==> src/hw/led_fade_pkg.sv <==
// Purpose: Shared constants and types of the LED off-phase and fade timing channel.
// Assumes: AXI4-Lite register bus with 32-bit data; the oscillator is aclk.
// Notes:   Writable registers sit in the low byte of their word; STATUS spans bits 0 to 10.
package led_fade_pkg;

  // Register byte addresses.
  localparam logic [7:0] ADDR_ON_TIME  = 8'h00;
  localparam logic [7:0] ADDR_ON_INT   = 8'h04;
  localparam logic [7:0] ADDR_OFF      = 8'h08;
  localparam logic [7:0] ADDR_RISE     = 8'h0c;
  localparam logic [7:0] ADDR_FALL     = 8'h10;
  localparam logic [7:0] ADDR_MISC     = 8'h14;
  localparam logic [7:0] ADDR_DATA     = 8'h18;
  localparam logic [7:0] ADDR_STATUS   = 8'h1c;

  // Reset values.
  localparam logic [7:0] RST_ON_INT    = 8'hff;
  localparam logic [7:0] RST_ZERO      = 8'h00;
  localparam logic       RST_DATA      = 1'b1;

  // Field positions.
  localparam int OFF_TIME_LO  = 3;
  localparam int OFF_INT_HI   = 2;
  localparam int MISC_DIV_LO  = 4;
  localparam int MISC_MODE    = 3;
  localparam int STAT_PHASE_LO = 8;
  localparam int STAT_PIN      = 10;

  // Timing factors; spans and ramp steps count 255-period units of the driver clock.
  localparam int FAST_LIMIT    = 16;
  localparam int SPAN_FAST     = 64;
  localparam int SPAN_SLOW     = 512;
  localparam int FADE_SLOW     = 16;
  localparam int OFF_INT_SCALE = 4;
  localparam logic [7:0] PWM_LAST = 8'hfe;

  localparam logic [1:0] RESP_OKAY   = 2'h0;
  localparam logic [1:0] RESP_SLVERR = 2'h2;

  typedef enum logic [1:0] {PH_ON, PH_FALL, PH_OFF, PH_RISE} phase_t;

  typedef struct packed {
    logic [4:0] on_time;
    logic [7:0] on_int;
    logic [4:0] off_time;
    logic [2:0] off_int;
    logic [4:0] rise;
    logic [4:0] fall;
    logic       log_mode;
    logic [2:0] div;
  } led_cfg_t;

endpackage : led_fade_pkg

==> src/hw/led_fade_channel.sv <==
// Purpose: One fade-capable LED channel: ON, fade-out, OFF and fade-in timing.
// Assumes: AXI4-Lite slave; the LED sinks into an open-drain pin.
// Notes:   Byte lane 0 carries all write data; upper bits read as zero except STATUS bits 8 to 10.
`timescale 1ns/1ns

module led_fade_channel (
  // Clock and reset.
  input  wire logic        aclk,
  input  wire logic        aresetn,
  // AXI4-Lite write address and data.
  input  wire logic [7:0]  s_axi_awaddr,
  input  wire logic        s_axi_awvalid,
  output logic             s_axi_awready,
  input  wire logic [31:0] s_axi_wdata,
  input  wire logic [3:0]  s_axi_wstrb,
  input  wire logic        s_axi_wvalid,
  output logic             s_axi_wready,
  // AXI4-Lite write response.
  output logic [1:0]       s_axi_bresp,
  output logic             s_axi_bvalid,
  input  wire logic        s_axi_bready,
  // AXI4-Lite read.
  input  wire logic [7:0]  s_axi_araddr,
  input  wire logic        s_axi_arvalid,
  output logic             s_axi_arready,
  output logic [31:0]      s_axi_rdata,
  output logic [1:0]       s_axi_rresp,
  output logic             s_axi_rvalid,
  input  wire logic        s_axi_rready,
  // Open-drain LED pin.
  input  wire logic        led_pin_sense,
  output logic             led_pin_value,
  output logic             led_pin_oe
);
  led_fade_pkg::led_cfg_t cfg_r;
  led_fade_pkg::phase_t   phase_r;
  logic        data_r;
  logic        aw_held_r;
  logic        w_held_r;
  logic [7:0]  awaddr_r;
  logic [7:0]  wbyte_r;
  logic        wlane_r;
  logic [7:0]  level_r;
  logic [13:0] dur_r;
  logic [8:0]  step_r;
  logic [7:0]  pwm_r;
  logic        oe_r;
  logic        enabled;
  logic        led_driver_clock_tick;
  logic        unit_tick;
  logic [7:0]  duty;
  logic [7:0]  off_level;
  logic        do_write;

  function automatic logic addr_hit(input logic [7:0] a);
    return a[1:0] == 2'h0 && a <= led_fade_pkg::ADDR_STATUS;
  endfunction : addr_hit

  // Phase length in 255-period units for an ON or OFF time field.
  function automatic logic [13:0] span_units(input logic [4:0] v);
    if (int'(v) < led_fade_pkg::FAST_LIMIT) begin
      return 14'(led_fade_pkg::SPAN_FAST * int'(v));
    end
    return 14'(led_fade_pkg::SPAN_SLOW * int'(v));
  endfunction : span_units

  // Units between two one-step intensity moves of a ramp.
  function automatic logic [8:0] ramp_units(input logic [4:0] v);
    if (int'(v) < led_fade_pkg::FAST_LIMIT) begin
      return 9'(v);
    end
    return 9'(led_fade_pkg::FADE_SLOW * int'(v));
  endfunction : ramp_units

  function automatic logic [7:0] step_toward(input logic [7:0] cur, input logic [7:0] tgt);
    return (cur < tgt) ? cur + 8'h01 : cur - 8'h01;
  endfunction : step_toward

  assign enabled   = cfg_r.div != 3'h0;
  assign off_level = 8'(led_fade_pkg::OFF_INT_SCALE * int'(cfg_r.off_int));

  led_tick_gen u_ticks (
    .aclk      (aclk),
    .aresetn   (aresetn),
    .div       (cfg_r.div),
    .led_driver_clock_tick (led_driver_clock_tick),
    .unit_tick (unit_tick)
  );

  led_level_map u_map (
    .aclk      (aclk),
    .aresetn   (aresetn),
    .log_mode  (cfg_r.log_mode),
    .level_in  (level_r),
    .level_out (duty)
  );

  // Write channel: address and data are taken independently, the response after both.
  assign s_axi_awready = !aw_held_r && !s_axi_bvalid;
  assign s_axi_wready  = !w_held_r && !s_axi_bvalid;
  assign do_write      = aw_held_r && w_held_r;

  always_ff @(posedge aclk) begin
    if (!aresetn) begin
      aw_held_r <= 1'b0;
      awaddr_r  <= 8'h00;
    end else if (s_axi_awvalid && s_axi_awready) begin
      aw_held_r <= 1'b1;
      awaddr_r  <= s_axi_awaddr;
    end else if (do_write) begin
      aw_held_r <= 1'b0;
    end
  end

  always_ff @(posedge aclk) begin
    if (!aresetn) begin
      w_held_r <= 1'b0;
      wbyte_r  <= 8'h00;
      wlane_r  <= 1'b0;
    end else if (s_axi_wvalid && s_axi_wready) begin
      w_held_r <= 1'b1;
      wbyte_r  <= s_axi_wdata[7:0];
      wlane_r  <= s_axi_wstrb[0];
    end else if (do_write) begin
      w_held_r <= 1'b0;
    end
  end

  always_ff @(posedge aclk) begin
    if (!aresetn) begin
      s_axi_bvalid <= 1'b0;
      s_axi_bresp  <= led_fade_pkg::RESP_OKAY;
    end else if (do_write) begin
      s_axi_bvalid <= 1'b1;
      s_axi_bresp  <= (addr_hit(awaddr_r) && awaddr_r != led_fade_pkg::ADDR_STATUS) ?
                      led_fade_pkg::RESP_OKAY : led_fade_pkg::RESP_SLVERR;
    end else if (s_axi_bready) begin
      s_axi_bvalid <= 1'b0;
    end
  end

  // Register file.
  always_ff @(posedge aclk) begin
    if (!aresetn) begin
      cfg_r          <= '0;
      cfg_r.on_int   <= led_fade_pkg::RST_ON_INT;
      data_r         <= led_fade_pkg::RST_DATA;
    end else if (do_write && wlane_r) begin
      unique case (awaddr_r)
        led_fade_pkg::ADDR_ON_TIME: cfg_r.on_time <= wbyte_r[4:0];
        led_fade_pkg::ADDR_ON_INT:  cfg_r.on_int  <= wbyte_r;
        led_fade_pkg::ADDR_OFF: begin
          cfg_r.off_time <= wbyte_r[7:led_fade_pkg::OFF_TIME_LO];
          cfg_r.off_int  <= wbyte_r[led_fade_pkg::OFF_INT_HI:0];
        end
        led_fade_pkg::ADDR_RISE: cfg_r.rise <= wbyte_r[4:0];
        led_fade_pkg::ADDR_FALL: cfg_r.fall <= wbyte_r[4:0];
        led_fade_pkg::ADDR_MISC: begin
          cfg_r.div      <= wbyte_r[led_fade_pkg::MISC_DIV_LO +: 3];
          cfg_r.log_mode <= wbyte_r[led_fade_pkg::MISC_MODE];
        end
        led_fade_pkg::ADDR_DATA: data_r <= wbyte_r[0];
        default: ;
      endcase
    end
  end

  // Read channel: one read at a time, data registered.
  assign s_axi_arready = !s_axi_rvalid;

  always_ff @(posedge aclk) begin
    if (!aresetn) begin
      s_axi_rvalid <= 1'b0;
      s_axi_rdata  <= 32'h0000_0000;
      s_axi_rresp  <= led_fade_pkg::RESP_OKAY;
    end else if (s_axi_arvalid && s_axi_arready) begin
      s_axi_rvalid <= 1'b1;
      s_axi_rresp  <= addr_hit(s_axi_araddr) ? led_fade_pkg::RESP_OKAY : led_fade_pkg::RESP_SLVERR;
      unique case (s_axi_araddr)
        led_fade_pkg::ADDR_ON_TIME: s_axi_rdata <= {27'h0, cfg_r.on_time};
        led_fade_pkg::ADDR_ON_INT:  s_axi_rdata <= {24'h0, cfg_r.on_int};
        led_fade_pkg::ADDR_OFF:     s_axi_rdata <= {24'h0, cfg_r.off_time, cfg_r.off_int};
        led_fade_pkg::ADDR_RISE:    s_axi_rdata <= {27'h0, cfg_r.rise};
        led_fade_pkg::ADDR_FALL:    s_axi_rdata <= {27'h0, cfg_r.fall};
        led_fade_pkg::ADDR_MISC:    s_axi_rdata <= {25'h0, cfg_r.div, cfg_r.log_mode, 3'h0};
        led_fade_pkg::ADDR_DATA:    s_axi_rdata <= {31'h0, data_r};
        led_fade_pkg::ADDR_STATUS:  s_axi_rdata <= {21'h0, led_pin_sense, phase_r, level_r};
        default:                    s_axi_rdata <= 32'h0000_0000;
      endcase
    end else if (s_axi_rready) begin
      s_axi_rvalid <= 1'b0;
    end
  end

  // Phase engine. Durations count time units; ramps move one intensity step
  // per ramp interval, so the ramp length scales with the ON minus OFF span.
  always_ff @(posedge aclk) begin
    if (!aresetn || !enabled) begin
      phase_r <= led_fade_pkg::PH_ON;
      level_r <= 8'h00;
      dur_r   <= 14'h0000;
      step_r  <= 9'h000;
    end else begin
      unique case (phase_r)
        led_fade_pkg::PH_ON: begin
          level_r <= cfg_r.on_int;
          if (cfg_r.on_time == 5'h00 ? data_r :
              (unit_tick && dur_r + 14'h0001 >= span_units(cfg_r.on_time))) begin
            phase_r <= led_fade_pkg::PH_FALL;
            dur_r   <= 14'h0000;
            step_r  <= 9'h000;
          end else if (unit_tick && cfg_r.on_time != 5'h00) begin
            dur_r <= dur_r + 14'h0001;
          end
        end
        led_fade_pkg::PH_FALL: begin
          if (cfg_r.fall == 5'h00 || level_r == off_level) begin
            level_r <= off_level;
            phase_r <= led_fade_pkg::PH_OFF;
            step_r  <= 9'h000;
          end else if (unit_tick && step_r + 9'h001 >= ramp_units(cfg_r.fall)) begin
            level_r <= step_toward(level_r, off_level);
            step_r  <= 9'h000;
          end else if (unit_tick) begin
            step_r <= step_r + 9'h001;
          end
        end
        led_fade_pkg::PH_OFF: begin
          level_r <= off_level;
          // A zero OFF time holds the OFF phase and intensity while the data bit stays high.
          if (cfg_r.off_time == 5'h00 ? !data_r :
              (unit_tick && dur_r + 14'h0001 >= span_units(cfg_r.off_time))) begin
            phase_r <= led_fade_pkg::PH_RISE;
            dur_r   <= 14'h0000;
            step_r  <= 9'h000;
          end else if (unit_tick && cfg_r.off_time != 5'h00) begin
            dur_r <= dur_r + 14'h0001;
          end
        end
        led_fade_pkg::PH_RISE: begin
          if (cfg_r.rise == 5'h00 || level_r == cfg_r.on_int) begin
            level_r <= cfg_r.on_int;
            phase_r <= led_fade_pkg::PH_ON;
            step_r  <= 9'h000;
          end else if (unit_tick && step_r + 9'h001 >= ramp_units(cfg_r.rise)) begin
            level_r <= step_toward(level_r, cfg_r.on_int);
            step_r  <= 9'h000;
          end else if (unit_tick) begin
            step_r <= step_r + 9'h001;
          end
        end
      endcase
    end
  end

  // PWM: 255 driver-clock periods per frame; the pin sinks while lit.
  always_ff @(posedge aclk) begin
    if (!aresetn || !enabled) begin
      pwm_r <= 8'h00;
    end else if (led_driver_clock_tick) begin
      pwm_r <= (pwm_r == led_fade_pkg::PWM_LAST) ? 8'h00 : pwm_r + 8'h01;
    end
  end

  always_ff @(posedge aclk) begin
    if (!aresetn) begin
      oe_r <= 1'b0;
    end else begin
      oe_r <= enabled && pwm_r < duty;
    end
  end

  assign led_pin_value = 1'b0;
  assign led_pin_oe = oe_r;
endmodule : led_fade_channel

==> src/hw/led_tick_gen.sv <==
// Purpose: LED driver clock enable and the 255-period time unit.
// Assumes: The oscillator is aclk.
// Notes:   A divider of zero stops both ticks.
`timescale 1ns/1ns
module led_tick_gen (
  // Clock and reset.
  input  wire logic       aclk,
  input  wire logic       aresetn,
  // Control.
  input  wire logic [2:0] div,
  // Ticks.
  output logic            led_driver_clock_tick,
  output logic            unit_tick
);
  logic [5:0] pre_r;
  logic [7:0] unit_r;
  logic [5:0] pre_last;

  // The driver clock runs at the oscillator over 2 to the power (div - 1).
  assign pre_last = 6'((7'h01 << (div - 3'h1)) - 7'h01);

  always_ff @(posedge aclk) begin
    if (!aresetn || div == 3'h0) begin
      pre_r     <= 6'h00;
      led_driver_clock_tick <= 1'b0;
    end else if (pre_r >= pre_last) begin
      pre_r     <= 6'h00;
      led_driver_clock_tick <= 1'b1;
    end else begin
      pre_r     <= pre_r + 6'h01;
      led_driver_clock_tick <= 1'b0;
    end
  end

  always_ff @(posedge aclk) begin
    if (!aresetn || div == 3'h0) begin
      unit_r    <= 8'h00;
      unit_tick <= 1'b0;
    end else if (led_driver_clock_tick && unit_r == led_fade_pkg::PWM_LAST) begin
      unit_r    <= 8'h00;
      unit_tick <= 1'b1;
    end else begin
      unit_r    <= led_driver_clock_tick ? unit_r + 8'h01 : unit_r;
      unit_tick <= 1'b0;
    end
  end

endmodule : led_tick_gen

==> src/hw/led_level_map.sv <==
// Purpose: Maps a raw intensity to the PWM duty, linear or logarithmic.
// Assumes: The curve is a square law that keeps 0 and 255 fixed.
// Notes:   One cycle of latency in both modes.
`timescale 1ns/1ns
module led_level_map (
  // Clock and reset.
  input  wire logic       aclk,
  input  wire logic       aresetn,
  // Mapping.
  input  wire logic       log_mode,
  input  wire logic [7:0] level_in,
  output logic      [7:0] level_out
);
  function automatic logic [7:0] curve(input logic [7:0] x);
    logic [15:0] p;
    p = {8'h00, x} * {8'h00, x} + {8'h00, x};
    return p[15:8];
  endfunction : curve

  always_ff @(posedge aclk) begin
    if (!aresetn) begin
      level_out <= 8'h00;
    end else begin
      level_out <= log_mode ? curve(level_in) : level_in;
    end
  end
endmodule : led_level_map

==> config.mk <==
export PLATFORM = sky130hd
export DESIGN_NAME = led_fade_channel
export DESIGN_NICKNAME = d
export VERILOG_FILES = /design/src/hw/led_fade_pkg.sv /design/src/hw/led_fade_channel.sv /design/src/hw/led_tick_gen.sv /design/src/hw/led_level_map.sv
export SDC_FILE = /design/constraint.sdc
export NUM_CORES = 1
export LEC_CHECK = 0
export ABC_CLOCK_PERIOD_IN_PS = 14500
export BUFFER_PORTS_ARGS = -buffer_cell sky130_fd_sc_hd__buf_2
export CAP_MARGIN = 30
export CORE_MARGIN = 2
export CORE_UTILIZATION = 53
export CTS_BUF_LIST = sky130_fd_sc_hd__clkbuf_8
export DETAILED_ROUTE_END_ITERATION = 8
export GPL_TIMING_DRIVEN = 0
export PLACE_DENSITY = 0.73
export SLEW_MARGIN = 10
export SYNTH_ARGS = -nofsm -noshare
export SYNTH_HDL_FRONTEND = slang
export SYNTH_SLANG_ARGS = --single-unit
==> constraint.sdc <==
create_clock -name aclk -period 14.5 [get_ports aclk]
set_input_delay 2.175 -clock aclk [delete_from_list [all_inputs] [get_ports aclk]]
set_output_delay 2.175 -clock aclk [all_outputs]
set_load 0.02 [all_outputs]
# After elaboration in Yosys (flattened, before gate mapping)
# Index checks and enable logic that the tools add are counted.
# classes
magnitude_cmp	14
multipliers	1
n_reduce_logical	60
add_sub_neg	10
eq_ne	29
mux	73
n_shift	1
# op_table
operator	n
$mux 14	12
$mux 9	17
$pmux 11 s8	1
$mux 8	8
$eq 8x5->1 const B	7
$pmux 9 s4	1
$eq 8x4->1 const B	4
$pmux 8 s4	1
$ge 14x14->1	2
$pmux 14 s2	1
$mux 1	25
$add 8x1->8 const B	3
$logic_not 5->1	4
$lt 5x5->1 const B	4
$ge 9x9->1	2
$logic_and 1x1->1	18
$reduce_and 2->1	9
$add 16x8->16	1
$eq 8x3->1 const B	2
$eq 8x8->1 const B	2
$le 8x5->1 const B	2
$logic_not 8->1	2
$lt 8x8->1	2
$mul 8x8->16	1
28 further kinds	57
# word_totals
out_inout_bits	43
reg_bits	159
input_bits	60
wordCells	218

# Logic depth before layout (Yosys ltp)
# Gate-level depths: netlist of run 1.
# depth
word_depth	14
mapped_depth	20
ltp_nobuf	19

# Modules after synthesis
# From an unflattened synthesis of run 1, not the netlist that was laid out.
# unflattened
hier_cells	1255
area_unflattened_um2	10485.1
# by_module_without_submodules
mod	area_each_um2	n_inst	cells_per_inst	seq_area_each_um2
led_fade_channel	7395.8	1	901	2242.2
led_level_map	2185.8	1	254	160.2
led_tick_gen	903.4	1	100	320.3

# Worst setup path before layout of run 1
# No wires, ideal clock.
# synth_path
kind	flip-flop to flip-flop
start	register level_r[3]
end	register u_map.level_out[7]
n_path_buf	1
setup_time_ns	0.120
required_time_ns	14.380
setup_slack_ns	9.625
stages_incl_launch_ff	19
period_less_slack_ns	4.875
t_arrival_ns	4.755
cell_sequence	dfxtp_1 -> clkbuf_1 -> clkinv_1 -> nor2_1 -> fa_1 -> fa_1 -> fa_1 -> inv_1 -> fa_1 -> inv_1 -> ha_1 -> o21a_1 -> o21ai_0 -> a22oi_1 -> a41oi_1 -> a21boi_0 -> nor3b_1 -> o211ai_1 -> nand2_1
# synth_between
elab_chain_cells	3
# synth_lines
element	line	source
start, declared	led_fade_channel.sv:43	logic [7:0] level_r;
start signal, assigned	led_fade_channel.sv:206	level_r <= cfg_r.on_int;
start signal, assigned	led_fade_channel.sv:218	level_r <= off_level;
start signal, assigned	led_fade_channel.sv:222	level_r <= step_toward(level_r, off_level);
$mul 8x8->16	led_level_map.sv:16	p = {8'h00, x} * {8'h00, x} + {8'h00, x};
$add 16x8->16 (*)	led_level_map.sv:16	
$mux 8 (*)	led_level_map.sv:24	level_out <= log_mode ? curve(level_in) : level_in;
end signal, assigned	led_level_map.sv:24	
end, declared	led_level_map.sv:12	output logic [7:0] level_out
# Mark *: on every way between the ends. The rest lies on a longest branch, timed or not.
# A chain may end at the register's enable or synchronous reset.

# Final worst setup path of run 1
# Same ends and word-level chain as after synthesis.

==> impl_metrics.env, run 1 <==
export IMPL_initial_core_util=0.540
export IMPL_r2r_slack_ps=8550
export IMPL_status="complete, no violations"
export IMPL_path_max_fanout=10
export IMPL_fp_dieH_um=142
export IMPL_io_pins=103
export IMPL_regToRegStartpoint="level_r[3]"
export IMPL_highest_layer="met4"
export IMPL_syn_inst=1198
export IMPL_cts_tree="done"
export IMPL_cap_violations=0
export IMPL_firstDrtPassIters=6
export IMPL_critPathKind="flip-flop to flip-flop"
export IMPL_area_growth_pct=9.99
export IMPL_m1WireLength_mm=11.1
export IMPL_holdPathEnd="s_axi_rdata[10]"
export IMPL_root_buffer="clkbuf_8"
export IMPL_r2r_cells=18
export IMPL_wl_per_cell_um=16.0
export IMPL_overflow=0
export IMPL_path_cells="clkbuf_1, clkinv_1, nor2_1, fa_1, fa_1, fa_1, inv_1, fa_1, inv_1, ha_1, o21a_1, o21ai_0, a22oi_1, a41oi_1, a21boi_0, nor3b_1, o211ai_1, nand2_1"
export IMPL_track_usage=0.253
export IMPL_leakage_nw=4.97
export IMPL_hpwl_mm=19.2
export IMPL_p_int_mw=0.524
export IMPL_timing_final_hold_violations=0
export IMPL_clkLatencyLatePin_ps=470
export IMPL_max_freq_mhz=168
export IMPL_route_detailed_drc=0
export IMPL_seqPwrFrac=0.526
export IMPL_fin_skew_ps=12.0
export IMPL_die_area_um2=20200
export IMPL_cts_resized=0
export IMPL_path_clk_slew_ps=90
export IMPL_avgSynthCellArea_um2=8.44
export IMPL_ys_top_cells_by_area="dfxtp_1 (27%), ha_1 (13%), fa_1 (6.3%)"
export IMPL_rsz0062_at_grt="no"
export IMPL_synth_edf_count=0
export IMPL_diodes=0
export IMPL_post_cts_buffers=0
export IMPL_route_met3_wl_mm=1.76
export IMPL_cts_buffers=17
export IMPL_switchingPower_mw=0.204
export IMPL_cp_end_kind="flip-flop"
export IMPL_r2r_end="u_map.level_out[7]"
export IMPL_core_um2=18700
export IMPL_synth_top_area_frac=0.269
export IMPL_grt_pass1_wl_mm=40.6
export IMPL_antenna_left=0
export IMPL_powerDensity_nw_per_um2=65.5
export IMPL_crit_top_cell="fa_1"
export IMPL_p_clk_frac=0.419
export IMPL_layout_min_cycle_time_ps=5950
export IMPL_antenna_found_initial=0
export IMPL_ys_seq_area_frac=0.269
export IMPL_min_delay_start="s_axi_rdata[10]"
export IMPL_drt_wl_total_mm=24.6
export IMPL_ys_warn_count=0
export IMPL_peakVddDrop_uv=56.0
export IMPL_htree_levels=4
export IMPL_yosysMostFrequentCell="nand2_1"
export IMPL_async_flop_share=0
export IMPL_slowest_delay_ps=550
export IMPL_dr_wl_met2_mm=11.1
export IMPL_grt_pass1_vias=8118
export IMPL_gp_congestion=0.934
export IMPL_swShare=0.280
export IMPL_p_comb_frac=0.055
export IMPL_crit_arrival_ps=6290
export IMPL_cts_sinks=136
export IMPL_ys_flop_type="dfxtp_1"
export IMPL_drt_initial_drc_count=911
export IMPL_tightest_slew_ps=982
export IMPL_vias=8715
export IMPL_grt_max_degree=17
export IMPL_viasPerCell=5.67
export IMPL_critPathLaunchType="flip-flop"
export IMPL_crit_family="adder cells"
export IMPL_ys_ff_latch=136
export IMPL_yosys_area_top_type="dfxtp_1"
export IMPL_numPortBuffers=50
export IMPL_crit_required_ps=14840
export IMPL_postCtsHoldBufs=0
export IMPL_final_max_slew_viol_count=0
export IMPL_worstPathBufferInverterCount=4
export IMPL_hold_path_class="flip-flop to flip-flop"
export IMPL_rows=50
export IMPL_hold_depth=2
export IMPL_die_x_um=142
export IMPL_final_setup_tns_ps=0
export IMPL_synthTopCellsByCount="nand2_1 (149), dfxtp_1 (136), ha_1 (106), inv_1 (90), nor2_1 (81)"
export IMPL_post_route_util=0.594
export IMPL_setup_viol=0
export IMPL_cpMaxStageDelayCell="fa_1"
export IMPL_mappedNetlistArea_um2=10100
export IMPL_maxSlewHeadroom=0.340
export IMPL_clockBufferDepth=2
export IMPL_nFillCells=1728
export IMPL_period_share=0.410
export IMPL_ys_types=76
export IMPL_fin_nets=1488
export IMPL_drive_above_1_share=0.109
==> power groups by stage <==
stage	logic [mW]	clock network (mW)	registers [mW]
final	0.0401	0.305	0.383
after global routing	0.0441	0.327	0.384
after CTS	0.0400	0.309	0.383
after detailed placement	0.0398	0	0.392
after global placement	0.0394	0	0.391
after floorplan	0.0283	0	0.390
==> layer usage <==
metal	up-vias	track usage
li1	4280	-
met1	4056	0.343
met2	334	0.410
met3	45	0.0444
met4	0	0.0847
met5	-	0
==> logic make-up after synthesis <==
logic type	share of synthesized area
buffers and inverters	0.0735
DFF	0.269
muxes	0.0525
xor gates and xnor gates	0.0529
other	0.000371
and+or+nand+nor	0.207
AOI/OAI and AO/OA	0.150
adders and majority gates	0.195
==> registers in the layout, summed over array words and instances, names as in the netlist, 2 cells and up <==
name,count
phase_r,2
u_ticks.unit_r,8
level_r,8
s_axi_rdata,11
dur_r,14
pwm_r,8
awaddr_r,8
cfg_r,35
u_ticks.pre_r,6
step_r,9
u_map.level_out,8
wbyte_r,8
==> how the worst max path moves through the flow <==
stage,startpoint,end,slack (ps),cells past startpoint
3_5_place_dp,level_r[3],u_map.level_out[7],8620,18
3_3_place_gp,level_r[3],u_map.level_out[7],8690,18
5_1_grt,level_r[3],u_map.level_out[6],8290,16
4_1_cts,level_r[3],u_map.level_out[7],8610,18
2_1_floorplan,level_r[3],u_map.level_out[7],9630,18
6_report,level_r[3],u_map.level_out[7],8550,18
==> worst min-delay path: stages (launching register included) <==
cell	delay (ps)
dfxtp_1	320
nand2_1	50
a21boi_0	60
==> final cells by class <==
type / instances / area, um2 / share of cell area
clock buffer: 18 / 248 / 0.0223
buffer: 73 / 394 / 0.0355
multi-input combinational: 919 / 6730 / 0.605
inverter: 93 / 349 / 0.0314
timing repair buffer: 50 / 250 / 0.0225
clock inverter: 14 / 133 / 0.0119
tap: 234 / 293 / 0.0263
sequential: 136 / 2720 / 0.245
==> placed cells by master, fill, tap and decap left out, types with 18 or more instances in the layout <==
cell / count
nor2b_1: 50
a21oi_1: 47
buf_4: 25
mux2i_1: 46
nor2_1: 81
clkbuf_8: 18
ha_1: 106
nand3_1: 34
clkbuf_1: 35
nor3_1: 19
inv_1: 90
buf_2: 59
dfxtp_1: 136
fa_1: 32
xnor2_1: 30
nand4_1: 18
nand2_1: 149
o21ai_0: 28
conb_1: 24
xor2_1: 31
a21boi_0: 26
==> metrics by stage <==
stage	cells	hold WS [ps]	power, mW	worst slack, ps	instance area (um2)
after floorplan	1221	426	0.419	9630	10200
after global placement	1505	451	0.431	8690	10700
after detailed placement	1505	461	0.431	8620	10700
after CTS	1537	474	0.732	8610	11100
after global routing	1537	501	0.754	8290	11100
final	1537	467	0.728	8550	11100
No activity file was read; power rests on OpenSTA's default activity.
==> run 2: changes to the inputs <==
- ABC_AREA: unset -> 1
- ABC_CLOCK_PERIOD_IN_PS: 14500 -> 5600
- clock period: 14.5 -> 5.6 ns (I/O delays scaled with it)
==> impl_metrics.env, run 2 <==
export IMPL_powerDensity_nw_per_um2=174
export IMPL_diodes=0
export IMPL_final_setup_tns_ps=0
export IMPL_synth_edf_count=0
export IMPL_grt_pass1_wl_mm=44.9
export IMPL_finalInstanceArea_um2=11700
export IMPL_rsz0062_at_grt="no"
export IMPL_post_cts_buffers=0
export IMPL_die_area_um2=21100
export IMPL_max_freq_mhz=193
export IMPL_fp_dieH_um=145
export IMPL_dpl_cell_area_um2=11300
export IMPL_leakage_nw=6.00
export IMPL_firstDrtPassIters=8
export IMPL_largest_reg_flops=35
export IMPL_timing_final_hold_violations=0
export IMPL_crit_required_ps=5930
export IMPL_ys_ff_latch=136
export IMPL_drt_initial_drc_count=664
export IMPL_async_flop_share=0
export IMPL_status="complete, no violations"
export IMPL_fin_ws_ps=421
export IMPL_cts_sinks=136
export IMPL_fin_nets=1826
export IMPL_io_pins=103
export IMPL_ys_top_cells_by_area="dfxtp_1 (26%), ha_1 (13%), nand2_1 (12%)"
export IMPL_layout_min_cycle_time_ps=5180
export IMPL_viasPerCell=5.26
export IMPL_crit_arrival_ps=5510
export IMPL_route_detailed_drc=0
export IMPL_cts_buffers=17
export IMPL_cts_tree="done"
export IMPL_top_register="cfg_r"
export IMPL_vias=10000
export IMPL_area_growth_pct=10.5
export IMPL_drive_above_1_share=0.0993
export IMPL_root_buffer="clkbuf_8"
export IMPL_hold_path_class="flip-flop to flip-flop"
export IMPL_final_max_slew_viol_count=0
export IMPL_grt_max_degree=17
export IMPL_htree_levels=4
export IMPL_r2r_slack_ps=420
export IMPL_grtUsageMet2=0.427
export IMPL_preCtsSetupSlack_ps=419
export IMPL_postCtsHoldBufs=0
export IMPL_ys_seq_area_frac=0.257
export IMPL_overflow=0
export IMPL_synth_top_area_frac=0.257
export IMPL_numPortBuffers=51
export IMPL_mappedNetlistArea_um2=10600
export IMPL_nFillCells=1901
export IMPL_peakVddDrop_uv=179
export IMPL_critPathLaunchType="flip-flop"
export IMPL_cp_end_kind="flip-flop"
export IMPL_cts_resized=0
export IMPL_maxSlewHeadroom=0.453
export IMPL_antenna_left=0
export IMPL_antenna_found_initial=0
export IMPL_rows=51
export IMPL_path_clk_slew_ps=100
export IMPL_final_cell_mix="nand2_1 (329), inv_1 (240), nor2_1 (138)"
export IMPL_met1_usage=0.347
export IMPL_ys_flop_type="dfxtp_1"
export IMPL_grt_busiest_layer="met2"
export IMPL_clockBufferDepth=2
export IMPL_setup_viol=0
export IMPL_grt_pass1_vias=9302
export IMPL_tightest_slew_ps=812
export IMPL_top_regs="cfg_r (35), dur_r (14), s_axi_rdata (11)"
export IMPL_die_x_um=145
export IMPL_hpwl_mm=21.5
export IMPL_gp_congestion=0.969
export IMPL_syn_inst=1535
export IMPL_synthTopCellsByCount="nand2_1 (329), inv_1 (240), nor2_1 (138), dfxtp_1 (136), a21oi_1 (134)"
export IMPL_cap_violations=0
export IMPL_path_max_fanout=10
export IMPL_wl_per_cell_um=14.3
export IMPL_clkLatencyLatePin_ps=460
export IMPL_drt_wl_total_mm=27.2
export IMPL_fin_skew_ps=21.9
export IMPL_avgSynthCellArea_um2=6.90
export IMPL_ys_types=53
export IMPL_yosys_area_top_type="dfxtp_1"
export IMPL_period_share=0.925
export IMPL_critPathKind="flip-flop to flip-flop"
export IMPL_initial_core_util=0.542
export IMPL_ys_warn_count=0
export IMPL_yosysMostFrequentCell="nand2_1"
export IMPL_track_usage=0.259
export IMPL_core_um2=19500
export IMPL_met3_usage=0.0433
export IMPL_power_mw=2.04
export IMPL_final_common_cell="nand2_1"
## run 2: stage by stage
step | util | hold WS, ps | std cells
after CTS | 0.599 | 475 | 1906
after global routing | 0.599 | 493 | 1906
final | 0.599 | 469 | 1906
after global placement | 0.577 | 453 | 1874
after floorplan | - | 441 | 1558
after detailed placement | 0.577 | 461 | 1874
## run 2: path summary, 6_finish.rpt
| kind | depth (start not counted) | to | startpoint |
|---|---|---|---|
| max reg2reg | 19 | u_map.level_out[4] | level_r[4] |
| max | 19 | u_map.level_out[4] | level_r[4] |
| min | 2 | s_axi_rdata[4] | s_axi_rdata[4] |
| min reg2reg | 2 | s_axi_rdata[4] | s_axi_rdata[4] |
## run 2: per-layer routing
| layer | wire length, um | share of wire | up-vias |
|---|---|---|---|
| li1 | - | - | 5109 |
| met4 | 716 | 0.026 | 0 |
| met1 | 12200 | 0.45 | 4530 |
| met5 | 0 | 0 | - |
| met2 | 12400 | 0.46 | 329 |
| met3 | 1860 | 0.068 | 50 |
## run 2: area by class of cell
class                      count  area [um2]  share of cell area
inverter                     249         936              0.0800
clock buffer                  17         234              0.0200
timing repair buffer          51         255              0.0218
buffer                        59         373              0.0319
sequential                   136        2720               0.233
multi-input combinational   1114        6640               0.568
clock inverter                15         201              0.0172
tap                          265         332              0.0283
## run 2: power by group
part	switching (mW)	leakage (nW)	internal [mW]
combinational	0.0895	4.68	0.0452
clock	0.448	0.219	0.460
sequential	0.0124	1.10	0.983
## run 2: cell families (layout without fill, tap and decap cells)
logic type	after synthesis	in the layout	share of synthesized area
flip-flops	136	136	0.257
AO/OA/AOI/OAI	278	278	0.146
buffers and inverters	308	391	0.124
XOR/XNOR	33	33	0.0273
AND/OR/NAND/NOR	641	641	0.260
adder cells (fa/ha/maj)	138	138	0.186
other	1	24	0.000354
## run 2: worst max-delay path: stages (launching register included)
cell and delay (ps):
dfxtp_1 630, clkbuf_1 560, nand2_1 200, fa_1 540
inv_1 50, fa_1 450, ha_1 280, inv_1 50
fa_1 520, inv_1 40, ha_1 320, a21oi_1 150
o21a_1 120, nand2_1 100, a21boi_0 400, o21ai_0 170
nand2_1 80, nand2_1 40, o21ai_0 260, inv_1 80
